`config.mk`:
```
export PLATFORM = sky130hd
export DESIGN_NAME = blfs_top
export DESIGN_NICKNAME = d
export VERILOG_FILES = /design/src/core/blfs_pkg.sv /design/src/core/blfs_top.sv
export SDC_FILE = /design/constraint.sdc
export NUM_CORES = 1
export LEC_CHECK = 0
export BUFFER_PORTS_ARGS = -buffer_cell sky130_fd_sc_hd__buf_2
export CELL_PAD_IN_SITES_DETAIL_PLACEMENT = 0
export CELL_PAD_IN_SITES_GLOBAL_PLACEMENT = 1
export CORE_MARGIN = 2
export CORE_UTILIZATION = 44
export DETAILED_ROUTE_END_ITERATION = 12
export PLACE_DENSITY = 0.86
export SKIP_CTS_REPAIR_TIMING = 1
export SLEW_MARGIN = 20
export SYNTH_ARGS = -nofsm -noshare
export SYNTH_HDL_FRONTEND = slang
export SYNTH_SLANG_ARGS = --single-unit
export TNS_END_PERCENT = 1
```
`constraint.sdc`:
```
create_clock -name clk -period 2.53 [get_ports clk]
set_clock_uncertainty 0.2 [all_clocks]
set_input_delay 0.506 -clock clk [delete_from_list [all_inputs] [get_ports clk]]
set_output_delay 0.506 -clock clk [all_outputs]
set_load 0.1 [all_outputs]
```
`src/core/blfs_pkg.sv`:
```
// Shared constants and types of the boost LED fault sequencer.
package blfs_pkg;

	// Clock and timing figures.
	localparam int unsigned CLK_MHZ        = 100;
	localparam int unsigned CLK_PERIOD_NS  = 10;
	localparam int unsigned STBY_TIME_MS   = 20;
	localparam int unsigned COMP_TIME_MS   = 37;
	localparam int unsigned MIN_ON_NS      = 600;
	localparam int unsigned SW_FREQ_KHZ    = 120;
	localparam int unsigned MAX_DUTY_PCT   = 95;
	localparam int unsigned CS_HIGH_CYCLES = 17;

	// Derived cycle counts.
	localparam int unsigned STBY_CYC_DEF = STBY_TIME_MS * 1000 * CLK_MHZ;
	localparam int unsigned COMP_CYC_DEF = COMP_TIME_MS * 1000 * CLK_MHZ;
	localparam int unsigned MIN_ON_CYC   = (MIN_ON_NS + CLK_PERIOD_NS - 1) / CLK_PERIOD_NS;
	localparam int unsigned SW_PERIOD    = (CLK_MHZ * 1000) / SW_FREQ_KHZ;
	localparam int unsigned MAX_ON_CYC   = (SW_PERIOD * MAX_DUTY_PCT) / 100;

	localparam logic [9:0] SW_LAST      = 10'(SW_PERIOD - 1);
	localparam logic [9:0] MIN_ON_LAST  = 10'(MIN_ON_CYC - 1);
	localparam logic [9:0] MAX_ON_LAST  = 10'(MAX_ON_CYC - 1);
	localparam logic [4:0] CS_TRIP_CNT  = 5'(CS_HIGH_CYCLES);

	// Register offsets.
	localparam logic [7:0] OFS_STATUS = 8'h00;
	localparam logic [7:0] OFS_MASK   = 8'h04;
	localparam logic [7:0] OFS_CTRL   = 8'h08;
	localparam logic [7:0] OFS_STATE  = 8'h0C;

	// Control field position and reset value.
	localparam int unsigned CTRL_INHIBIT_BIT = 0;
	localparam logic        CTRL_INHIBIT_RST = 1'h0;

	// Event bit positions in status and mask.
	localparam int unsigned EV_WAKE  = 0;
	localparam int unsigned EV_STBY  = 1;
	localparam int unsigned EV_OVP   = 2;
	localparam int unsigned EV_OTP   = 3;
	localparam int unsigned EV_SHORT = 4;
	localparam int unsigned EV_COMP  = 5;
	localparam int unsigned EV_CS    = 6;
	localparam int unsigned EV_TOPO  = 7;
	localparam int unsigned EV_W     = 8;

	// Comparator input bit positions.
	localparam int unsigned IN_DIM       = 0;
	localparam int unsigned IN_SUPPLY_OK = 1;
	localparam int unsigned IN_OVS_START = 2;
	localparam int unsigned IN_OVS_SHORT = 3;
	localparam int unsigned IN_OVS_OVER  = 4;
	localparam int unsigned IN_CS_HIGH   = 5;
	localparam int unsigned IN_COMP_HIGH = 6;
	localparam int unsigned IN_FB_HIGH   = 7;
	localparam int unsigned IN_OCP       = 8;
	localparam int unsigned IN_OTP       = 9;
	localparam int unsigned IN_PEAK      = 10;
	localparam int unsigned IN_PULSE_REQ = 11;
	localparam int unsigned IN_W         = 12;

	typedef enum logic [2:0] {
		ST_STANDBY,
		ST_CHECK,
		ST_RUN,
		ST_OVP_WAIT,
		ST_OTP_WAIT,
		ST_LATCHED
	} blfs_mode_e;

	typedef struct packed {
		blfs_mode_e         state;
		logic [IN_W-1:0]    sync1;
		logic [IN_W-1:0]    sync2;
		logic               dim_prev;
		logic [9:0]         sw_cnt;
		logic               cs_seen;
		logic [4:0]         cs_cnt;
		logic [21:0]        comp_cnt;
		logic [21:0]        stby_cnt;
		logic [EV_W-1:0]    status;
		logic [EV_W-1:0]    mask;
		logic               inhibit;
		logic [31:0]        rd_data;
		logic               irq;
		logic               gate;
		logic               comp_dis;
		logic               ss_rel;
		logic               standby;
		logic               dim_ref;
	} blfs_state_s;

endpackage : blfs_pkg

```
`src/core/blfs_top.sv`:
```
// Boost LED fault sequencer: wake/standby, start-up check, gate control and fault latches.
//
// How it works
// - A rising dimming edge in standby wakes the device at once.
// - Dimming low continuously for the standby time puts the device in standby.
// - At start-up a low output sense level keeps the gate disabled.
// - Soft-start is released only with no fault flags present.
// - Nothing runs while the supply-good flag is low.
// - Gate on-time ends when the peak current comparator trips.
// - Pulses are skipped at light load; a pulse ends before 600 ns only on inhibit or on leaving the run state.
// - An internal square wave follows the dimming duty cycle.
// - Overvoltage stops switching and discharges the compensation node.
// - After overvoltage clears, a fresh start-up and soft-start follow.
// - Compensation high for 37 ms continuously latches the gate off.
// - Current-sense high in 17 consecutive switching cycles latches the gate off.
// - Output short during running turns the gate off.
// - The short latch clears only through supply or dimming cycling.
// - Overtemperature shuts down; restart follows when the flag clears.
`timescale 1ns/1ns
module blfs_top import blfs_pkg::*; #(
	parameter int unsigned STBY_CYC = STBY_CYC_DEF,
	parameter int unsigned COMP_CYC = COMP_CYC_DEF
) (
	// Clock and reset.
	input  wire logic        clk,
	input  wire logic        rst_n,
	// Comparator flags from the analog front end.
	input  wire logic        dim_in,
	input  wire logic        supply_ok,
	input  wire logic        ovs_start_low,
	input  wire logic        ovs_short,
	input  wire logic        ovs_over,
	input  wire logic        cs_high,
	input  wire logic        comp_high,
	input  wire logic        fb_high,
	input  wire logic        ocp_trip,
	input  wire logic        otp_hot,
	input  wire logic        peak_trip,
	input  wire logic        pulse_req,
	// Register port.
	input  wire logic [7:0]  reg_addr,
	input  wire logic [31:0] reg_wdata,
	input  wire logic        reg_wr,
	input  wire logic        reg_rd,
	output logic      [31:0] reg_rdata,
	// Power stage controls.
	output logic             gate_out,
	output logic             comp_discharge,
	output logic             soft_start_en,
	output logic             standby_out,
	output logic             dim_ref_out,
	output logic             irq
);

	blfs_state_s     q;
	blfs_state_s     n;
	logic [IN_W-1:0] raw;
	logic [IN_W-1:0] s;
	logic [EV_W-1:0] ev;
	logic            period_end;
	logic            fault;
	logic            cs_trip;
	logic            comp_trip;
	logic            stby_go;

	assign raw = {pulse_req, peak_trip, otp_hot, ocp_trip, fb_high, comp_high,
		cs_high, ovs_over, ovs_short, ovs_start_low, supply_ok, dim_in};
	assign s   = q.sync2;

	always_comb begin
		n          = q;
		ev         = '0;
		n.sync1    = raw;
		n.sync2    = q.sync1;
		n.dim_prev = s[IN_DIM];
		n.rd_data  = '0;
		period_end = (q.sw_cnt == SW_LAST);
		n.sw_cnt   = period_end ? 10'h000 : q.sw_cnt + 10'h001;
		fault      = s[IN_CS_HIGH] | s[IN_COMP_HIGH] | s[IN_FB_HIGH] | s[IN_OCP] | s[IN_OTP] | ~s[IN_SUPPLY_OK];
		cs_trip    = 1'b0;
		comp_trip  = 1'b0;
		stby_go    = 1'b0;

		// Standby qualification runs while powered, counted on this clock.
		if (q.state != ST_STANDBY && !s[IN_DIM]) begin
			if (q.stby_cnt == 22'(STBY_CYC - 1)) begin
				stby_go = 1'b1;
			end
			n.stby_cnt = q.stby_cnt + 22'h00_0001;
		end else begin
			n.stby_cnt = '0;
		end

		// Fault counters only count while switching.
		if (q.state == ST_RUN) begin
			n.cs_seen = q.cs_seen | s[IN_CS_HIGH];
			if (period_end) begin
				n.cs_cnt  = n.cs_seen ? q.cs_cnt + 5'h01 : 5'h00;
				n.cs_seen = 1'b0;
			end
			cs_trip = (q.cs_cnt == CS_TRIP_CNT);
			if (s[IN_COMP_HIGH]) begin
				comp_trip  = (q.comp_cnt == 22'(COMP_CYC - 1));
				n.comp_cnt = q.comp_cnt + 22'h00_0001;
			end else begin
				n.comp_cnt = '0;
			end
		end else begin
			n.cs_seen  = 1'b0;
			n.cs_cnt   = '0;
			n.comp_cnt = '0;
		end

		case (q.state)
			ST_STANDBY: begin
				if (s[IN_DIM] && !q.dim_prev) begin
					n.state     = ST_CHECK;
					ev[EV_WAKE] = 1'b1;
				end
			end
			ST_CHECK: begin
				if (s[IN_OVS_START]) begin
					ev[EV_TOPO] = 1'b1;
				end else if (!fault) begin
					n.state = ST_RUN;
				end
			end
			ST_RUN: begin
				if (s[IN_OVS_OVER]) begin
					n.state    = ST_OVP_WAIT;
					ev[EV_OVP] = 1'b1;
				end else if (s[IN_OTP]) begin
					n.state    = ST_OTP_WAIT;
					ev[EV_OTP] = 1'b1;
				end else if (s[IN_OVS_SHORT]) begin
					n.state      = ST_LATCHED;
					ev[EV_SHORT] = 1'b1;
				end else if (comp_trip) begin
					n.state     = ST_LATCHED;
					ev[EV_COMP] = 1'b1;
				end else if (cs_trip) begin
					n.state   = ST_LATCHED;
					ev[EV_CS] = 1'b1;
				end
			end
			ST_OVP_WAIT: begin
				// The comparator carries the 100 mV hysteresis, so its release is the restart point.
				if (!s[IN_OVS_OVER]) begin
					n.state = ST_CHECK;
				end
			end
			ST_OTP_WAIT: begin
				if (!s[IN_OTP]) begin
					n.state = ST_CHECK;
				end
			end
			ST_LATCHED: begin
				n.state = ST_LATCHED;
			end
			default: begin
				n.state = ST_STANDBY;
			end
		endcase

		if (stby_go) begin
			n.state     = ST_STANDBY;
			ev[EV_STBY] = 1'b1;
		end

		// Gate: a pulse opens at the period start only when the loop asks for one.
		if (q.state == ST_RUN && n.state == ST_RUN && !q.inhibit) begin
			if (period_end) begin
				n.gate = s[IN_PULSE_REQ];
			end else if (q.gate && q.sw_cnt >= MIN_ON_LAST && (s[IN_PEAK] || q.sw_cnt >= MAX_ON_LAST)) begin
				n.gate = 1'b0;
			end
		end else begin
			n.gate = 1'b0;
		end

		// Register port; a set in the same cycle as a clear wins.
		if (reg_wr) begin
			case (reg_addr)
				OFS_STATUS: n.status = q.status & ~reg_wdata[EV_W-1:0];
				OFS_MASK:   n.mask = reg_wdata[EV_W-1:0];
				OFS_CTRL:   n.inhibit = reg_wdata[CTRL_INHIBIT_BIT];
				default:    n.mask = q.mask;
			endcase
		end
		n.status = n.status | ev;
		if (reg_rd) begin
			case (reg_addr)
				OFS_STATUS: n.rd_data = {24'h00_0000, q.status};
				OFS_MASK:   n.rd_data = {24'h00_0000, q.mask};
				OFS_CTRL:   n.rd_data = {31'h0000_0000, q.inhibit};
				OFS_STATE:  n.rd_data = {28'h000_0000, q.gate, q.state};
				default:    n.rd_data = '0;
			endcase
		end

		n.irq      = |(n.status & n.mask);
		n.comp_dis = (n.state == ST_OVP_WAIT);
		n.ss_rel   = (n.state == ST_RUN);
		n.standby  = (n.state == ST_STANDBY);
		n.dim_ref  = s[IN_DIM];

		// Undervoltage returns everything to power-down; only the synchronisers keep running.
		if (!s[IN_SUPPLY_OK]) begin
			n         = '0;
			n.inhibit = CTRL_INHIBIT_RST;
			n.standby = 1'b1;
			n.sync1   = raw;
			n.sync2   = q.sync1;
		end
	end

	always_ff @(posedge clk or negedge rst_n) begin
		if (!rst_n) begin
			q <= '0;
		end else begin
			q <= n;
		end
	end

	assign reg_rdata      = q.rd_data;
	assign gate_out       = q.gate;
	assign comp_discharge = q.comp_dis;
	assign soft_start_en  = q.ss_rel;
	assign standby_out    = q.standby;
	assign dim_ref_out    = q.dim_ref;
	assign irq            = q.irq;

endmodule : blfs_top

```
==> metrics.md <==
| Metric | Value |
|---|---|
| CTS max path bufs | 2 |
| Max_slew headroom | 57.1% |
| Sw frac | 24.6% |
| Fin crit period | 2440 ps |
| Switching power | 1.16 mW |
| Clock transition at path regs | 60 ps |
| Vias | 3976 |
| Number of global-route vias before repair | 3920 |
| H-tree depth | 4 |
| Number of synthesized flops with an enable pin | 0 |
| Total I/O pin count | 94 |
| Sinks on Clock Net | 118 |
| Grt ovf | 0 |
| Worst Tran Pin Value | 643 ps |
| Fin nets | 676 |
| Status | finished, violations left |
| Final hold violations | 43 |
| Global router's overall resource usage | 18.3% |
| Antenna diodes | 0 |
| Required time of the worst setup path | 2640 ps |
| DRC viols | 0 |
| # rows | 41 |
| Combinational power share | 7.4% |
| Pleak | 3.00 nW |
| Post-Route M1 WL | 5.08 mm |
| Asr flop ratio synth | 100% |
| CP max stage delay | 430 ps |
| Mean Syn Cell Area | 10.4 sq um |
| PortBufs | 45 |
| Post-DP Area | 6020 sq um |
| Die X | 116 um |
| Fillers | 1066 |
| Violated checks | hold timing |
| #FFs+latches synth | 118 |
| Setup CP Type | flip-flop to flip-flop |
| Max Slew Vio Count | 0 |
| Post-route core utilization | 54.3% |
| Peak supply drop | 0.000588 V |
| CP max FO | 3 |
| Setup tns final | 0 ps |
| # Max-Cap Violations | 0 |
| Clk pwr share | 51.7% |
| Post-Layout Cell Count | 798 |
| Layout cells sized above 1 | 19.3% |
| Routed wl met3 | 464 um |
| Top cell type's share of synthesized area | 53.1% |
| Largest net degree at the start of global routing | 119 |
| Placed cell count | 754 |
| Critical path destination | standby_out$_DFF_PN0_ |
| Top cells by instance count after synthesis | dfrtp_1 (118), nor2_1 (76), nand2_1 (34), buf_4 (33) |
| Initial antenna violation count | 0 |
| Startpoint class of the critical path | flip-flop |
| Skew-Pair Late Insertion Delay | 420 ps |
| Final setup margin | 94.2 ps |
| First-pass GRT wire length | 18.9 mm |
| CTS Buf Count | 17 |
| Ys Warns | 0 |
| Critical Path Start | q[142]$_DFF_PN0_ |
| DR pass1 iterations | 5 |
| Main synth FF type | dfrtp_1 |
| Reg2reg setup slack | 90 ps |
| Fmax | 411 MHz |
| Total detailed-routing wirelength | 11.1 mm |
| Ranking of synthesized cells by area | dfrtp_1 (53%), nor2_1 (5.1%), xor2_1 (4.6%), buf_4 (4.5%), mux2i_1 (2.9%) |
| WP data arrival | 2540 ps |
| 1st-iter DRT viols | 186 |
| Area Growth Syn to Fin | 21.7% |
| Register area share after synthesis | 53.1% |
| RR Startpoint | q[142]$_DFF_PN0_ |
| Part of the power in registers | 40.8% |
| CTS tree | yes |
| Crit Reg-Reg Endpoint | standby_out$_DFF_PN0_ |
| Core box area | 12500 sq um |
| Die Footprint | 13500 sq um |
| Root Buffer | clkbuf_16 |
| RSZ-0062 raised after global routing | no |
| Cells after Synth | 532 |
| Power Total | 4.74 mW |
| Period utilization | 96.3% |
| Drt wl/cell | 13.9 um |
| HPWL after detailed placement | 7.55 mm |
| Yosys top cell by area | dfrtp_1 |
| Setup violators final | 0 |
| Initial Utilization | 44.6% |
| Placer Congestion | 0.812 |
| Netlist Area Pre-Place | 5560 sq um |
| Met2 wire length | 5.42 mm |
| Vias/cell | 4.98 |
| ANT nets after route | 0 |
| CP max-delay cell | or3b_1 |
| Uppermost routed layer | met4 |
| CP endpoint kind | flip-flop |
| Distinct cells, synth | 60 |
| Most common cell in the synthesized netlist | dfrtp_1 |
| Hold Slack | -68.0 ps |
| Internal Power | 3.58 mW |
| Pwr dens | 701 nW/um^2 |
| FF-to-FF path depth | 6 |
| Die Height | 116 um |
| Finished Cell Area | 6760 sq um |
| Worst-path cell chain | or3b_1 -> nor4_1 -> nand4_2 -> and3_1 -> o31a_1 -> a31o_1 |
| DP Worst Slack | -329 ps |
| Worst hold path class | input port to asynchronous set/reset pin |
-- flip-flops by register name, summed over array words and instances (netlist names) --
signal          count
q                  93
gate_out            1
comp_discharge      1
soft_start_en       1
reg_rdata           8
irq                 1
standby_out         1
s                  12
-- power by group through the flow --
stage          clock network [mW]  registers (mW)  logic, mW
2_1_floorplan                   0            1.98      0.252
3_3_place_gp                    0            1.97      0.336
3_5_place_dp                    0            1.97      0.338
4_1_cts                      2.50            1.94      0.339
5_1_grt                      2.61            1.94      0.379
6_report                     2.45            1.94      0.352
-- area by class of cell --
cell class / instances / area [sq um] / share of cell area, %
multi-input cells: 377 / 2330 / 34.5
repair buffers: 89 / 613 / 9.06
flip-flops and latches: 118 / 2950 / 43.7
well taps: 172 / 215 / 3.18
inverters: 10 / 37.5 / 0.555
clock inverters: 14 / 175 / 2.59
clock buffers: 18 / 439 / 6.49
-- cells in the final DEF, fill, tap and decap left out, types with 9 or more instances in the layout --
master | netlist | layout
mux2i_1 | 16 | 16
nor2_1 | 76 | 76
nand2_1 | 34 | 34
dfrtp_1 | 118 | 118
buf_4 | 33 | 31
o21ai_0 | 13 | 13
inv_1 | 10 | 10
nor3_1 | 9 | 9
buf_2 | 1 | 44
dlygate4sd3_1 | 0 | 12
a21oi_1 | 12 | 12
and3_1 | 14 | 14
nor2b_1 | 20 | 20
xnor2_1 | 14 | 14
nand3_1 | 29 | 29
conb_1 | 1 | 24
clkbuf_16 | 0 | 17
xor2_1 | 29 | 29
-- metal layers --
metal	vias to the layer above	global-route usage, %
li1	1930	-
met1	1947	23.5
met2	84	29.2
met3	15	5.55
met4	0	7.30
met5	-	0
-- cells by family after synthesis --
family                   share of synthesized area, %
multiplexers                                     3.29
other                                          0.0675
XOR/XNOR                                         6.78
AND/OR/NAND/NOR                                  22.4
AO/OA/AOI/OAI                                    6.10
flip-flops                                       53.1
buffers and inverters                            6.71
adder cells (fa/ha/maj)                          1.58
-- worst min path at each step --
stage | startpoint | endpoint | slack (ps) | depth (start not counted)
finish | rst_n | q[138]$_DFF_PN0_ | -70 | 2
global placement | q[133]$_DFF_PN0_ | s[5]$_DFF_PN0_ | 130 | 0
CTS | ocp_trip | q[136]$_DFF_PN0_ | -30 | 1
detailed placement | q[135]$_DFF_PN0_ | s[7]$_DFF_PN0_ | 140 | 0
global route | rst_n | q[138]$_DFF_PN0_ | 6 | 2
floorplan | rst_n | comp_discharge$_DFF_PN0_ | 10 | 0
-- critical path: cells and delay by family, from the launching register on --
kind	cells	cell delay [ps]
flops	1	370
compound gates	2	500
simple gates	4	1260
Note: power is estimated with default switching activity, not from simulation.
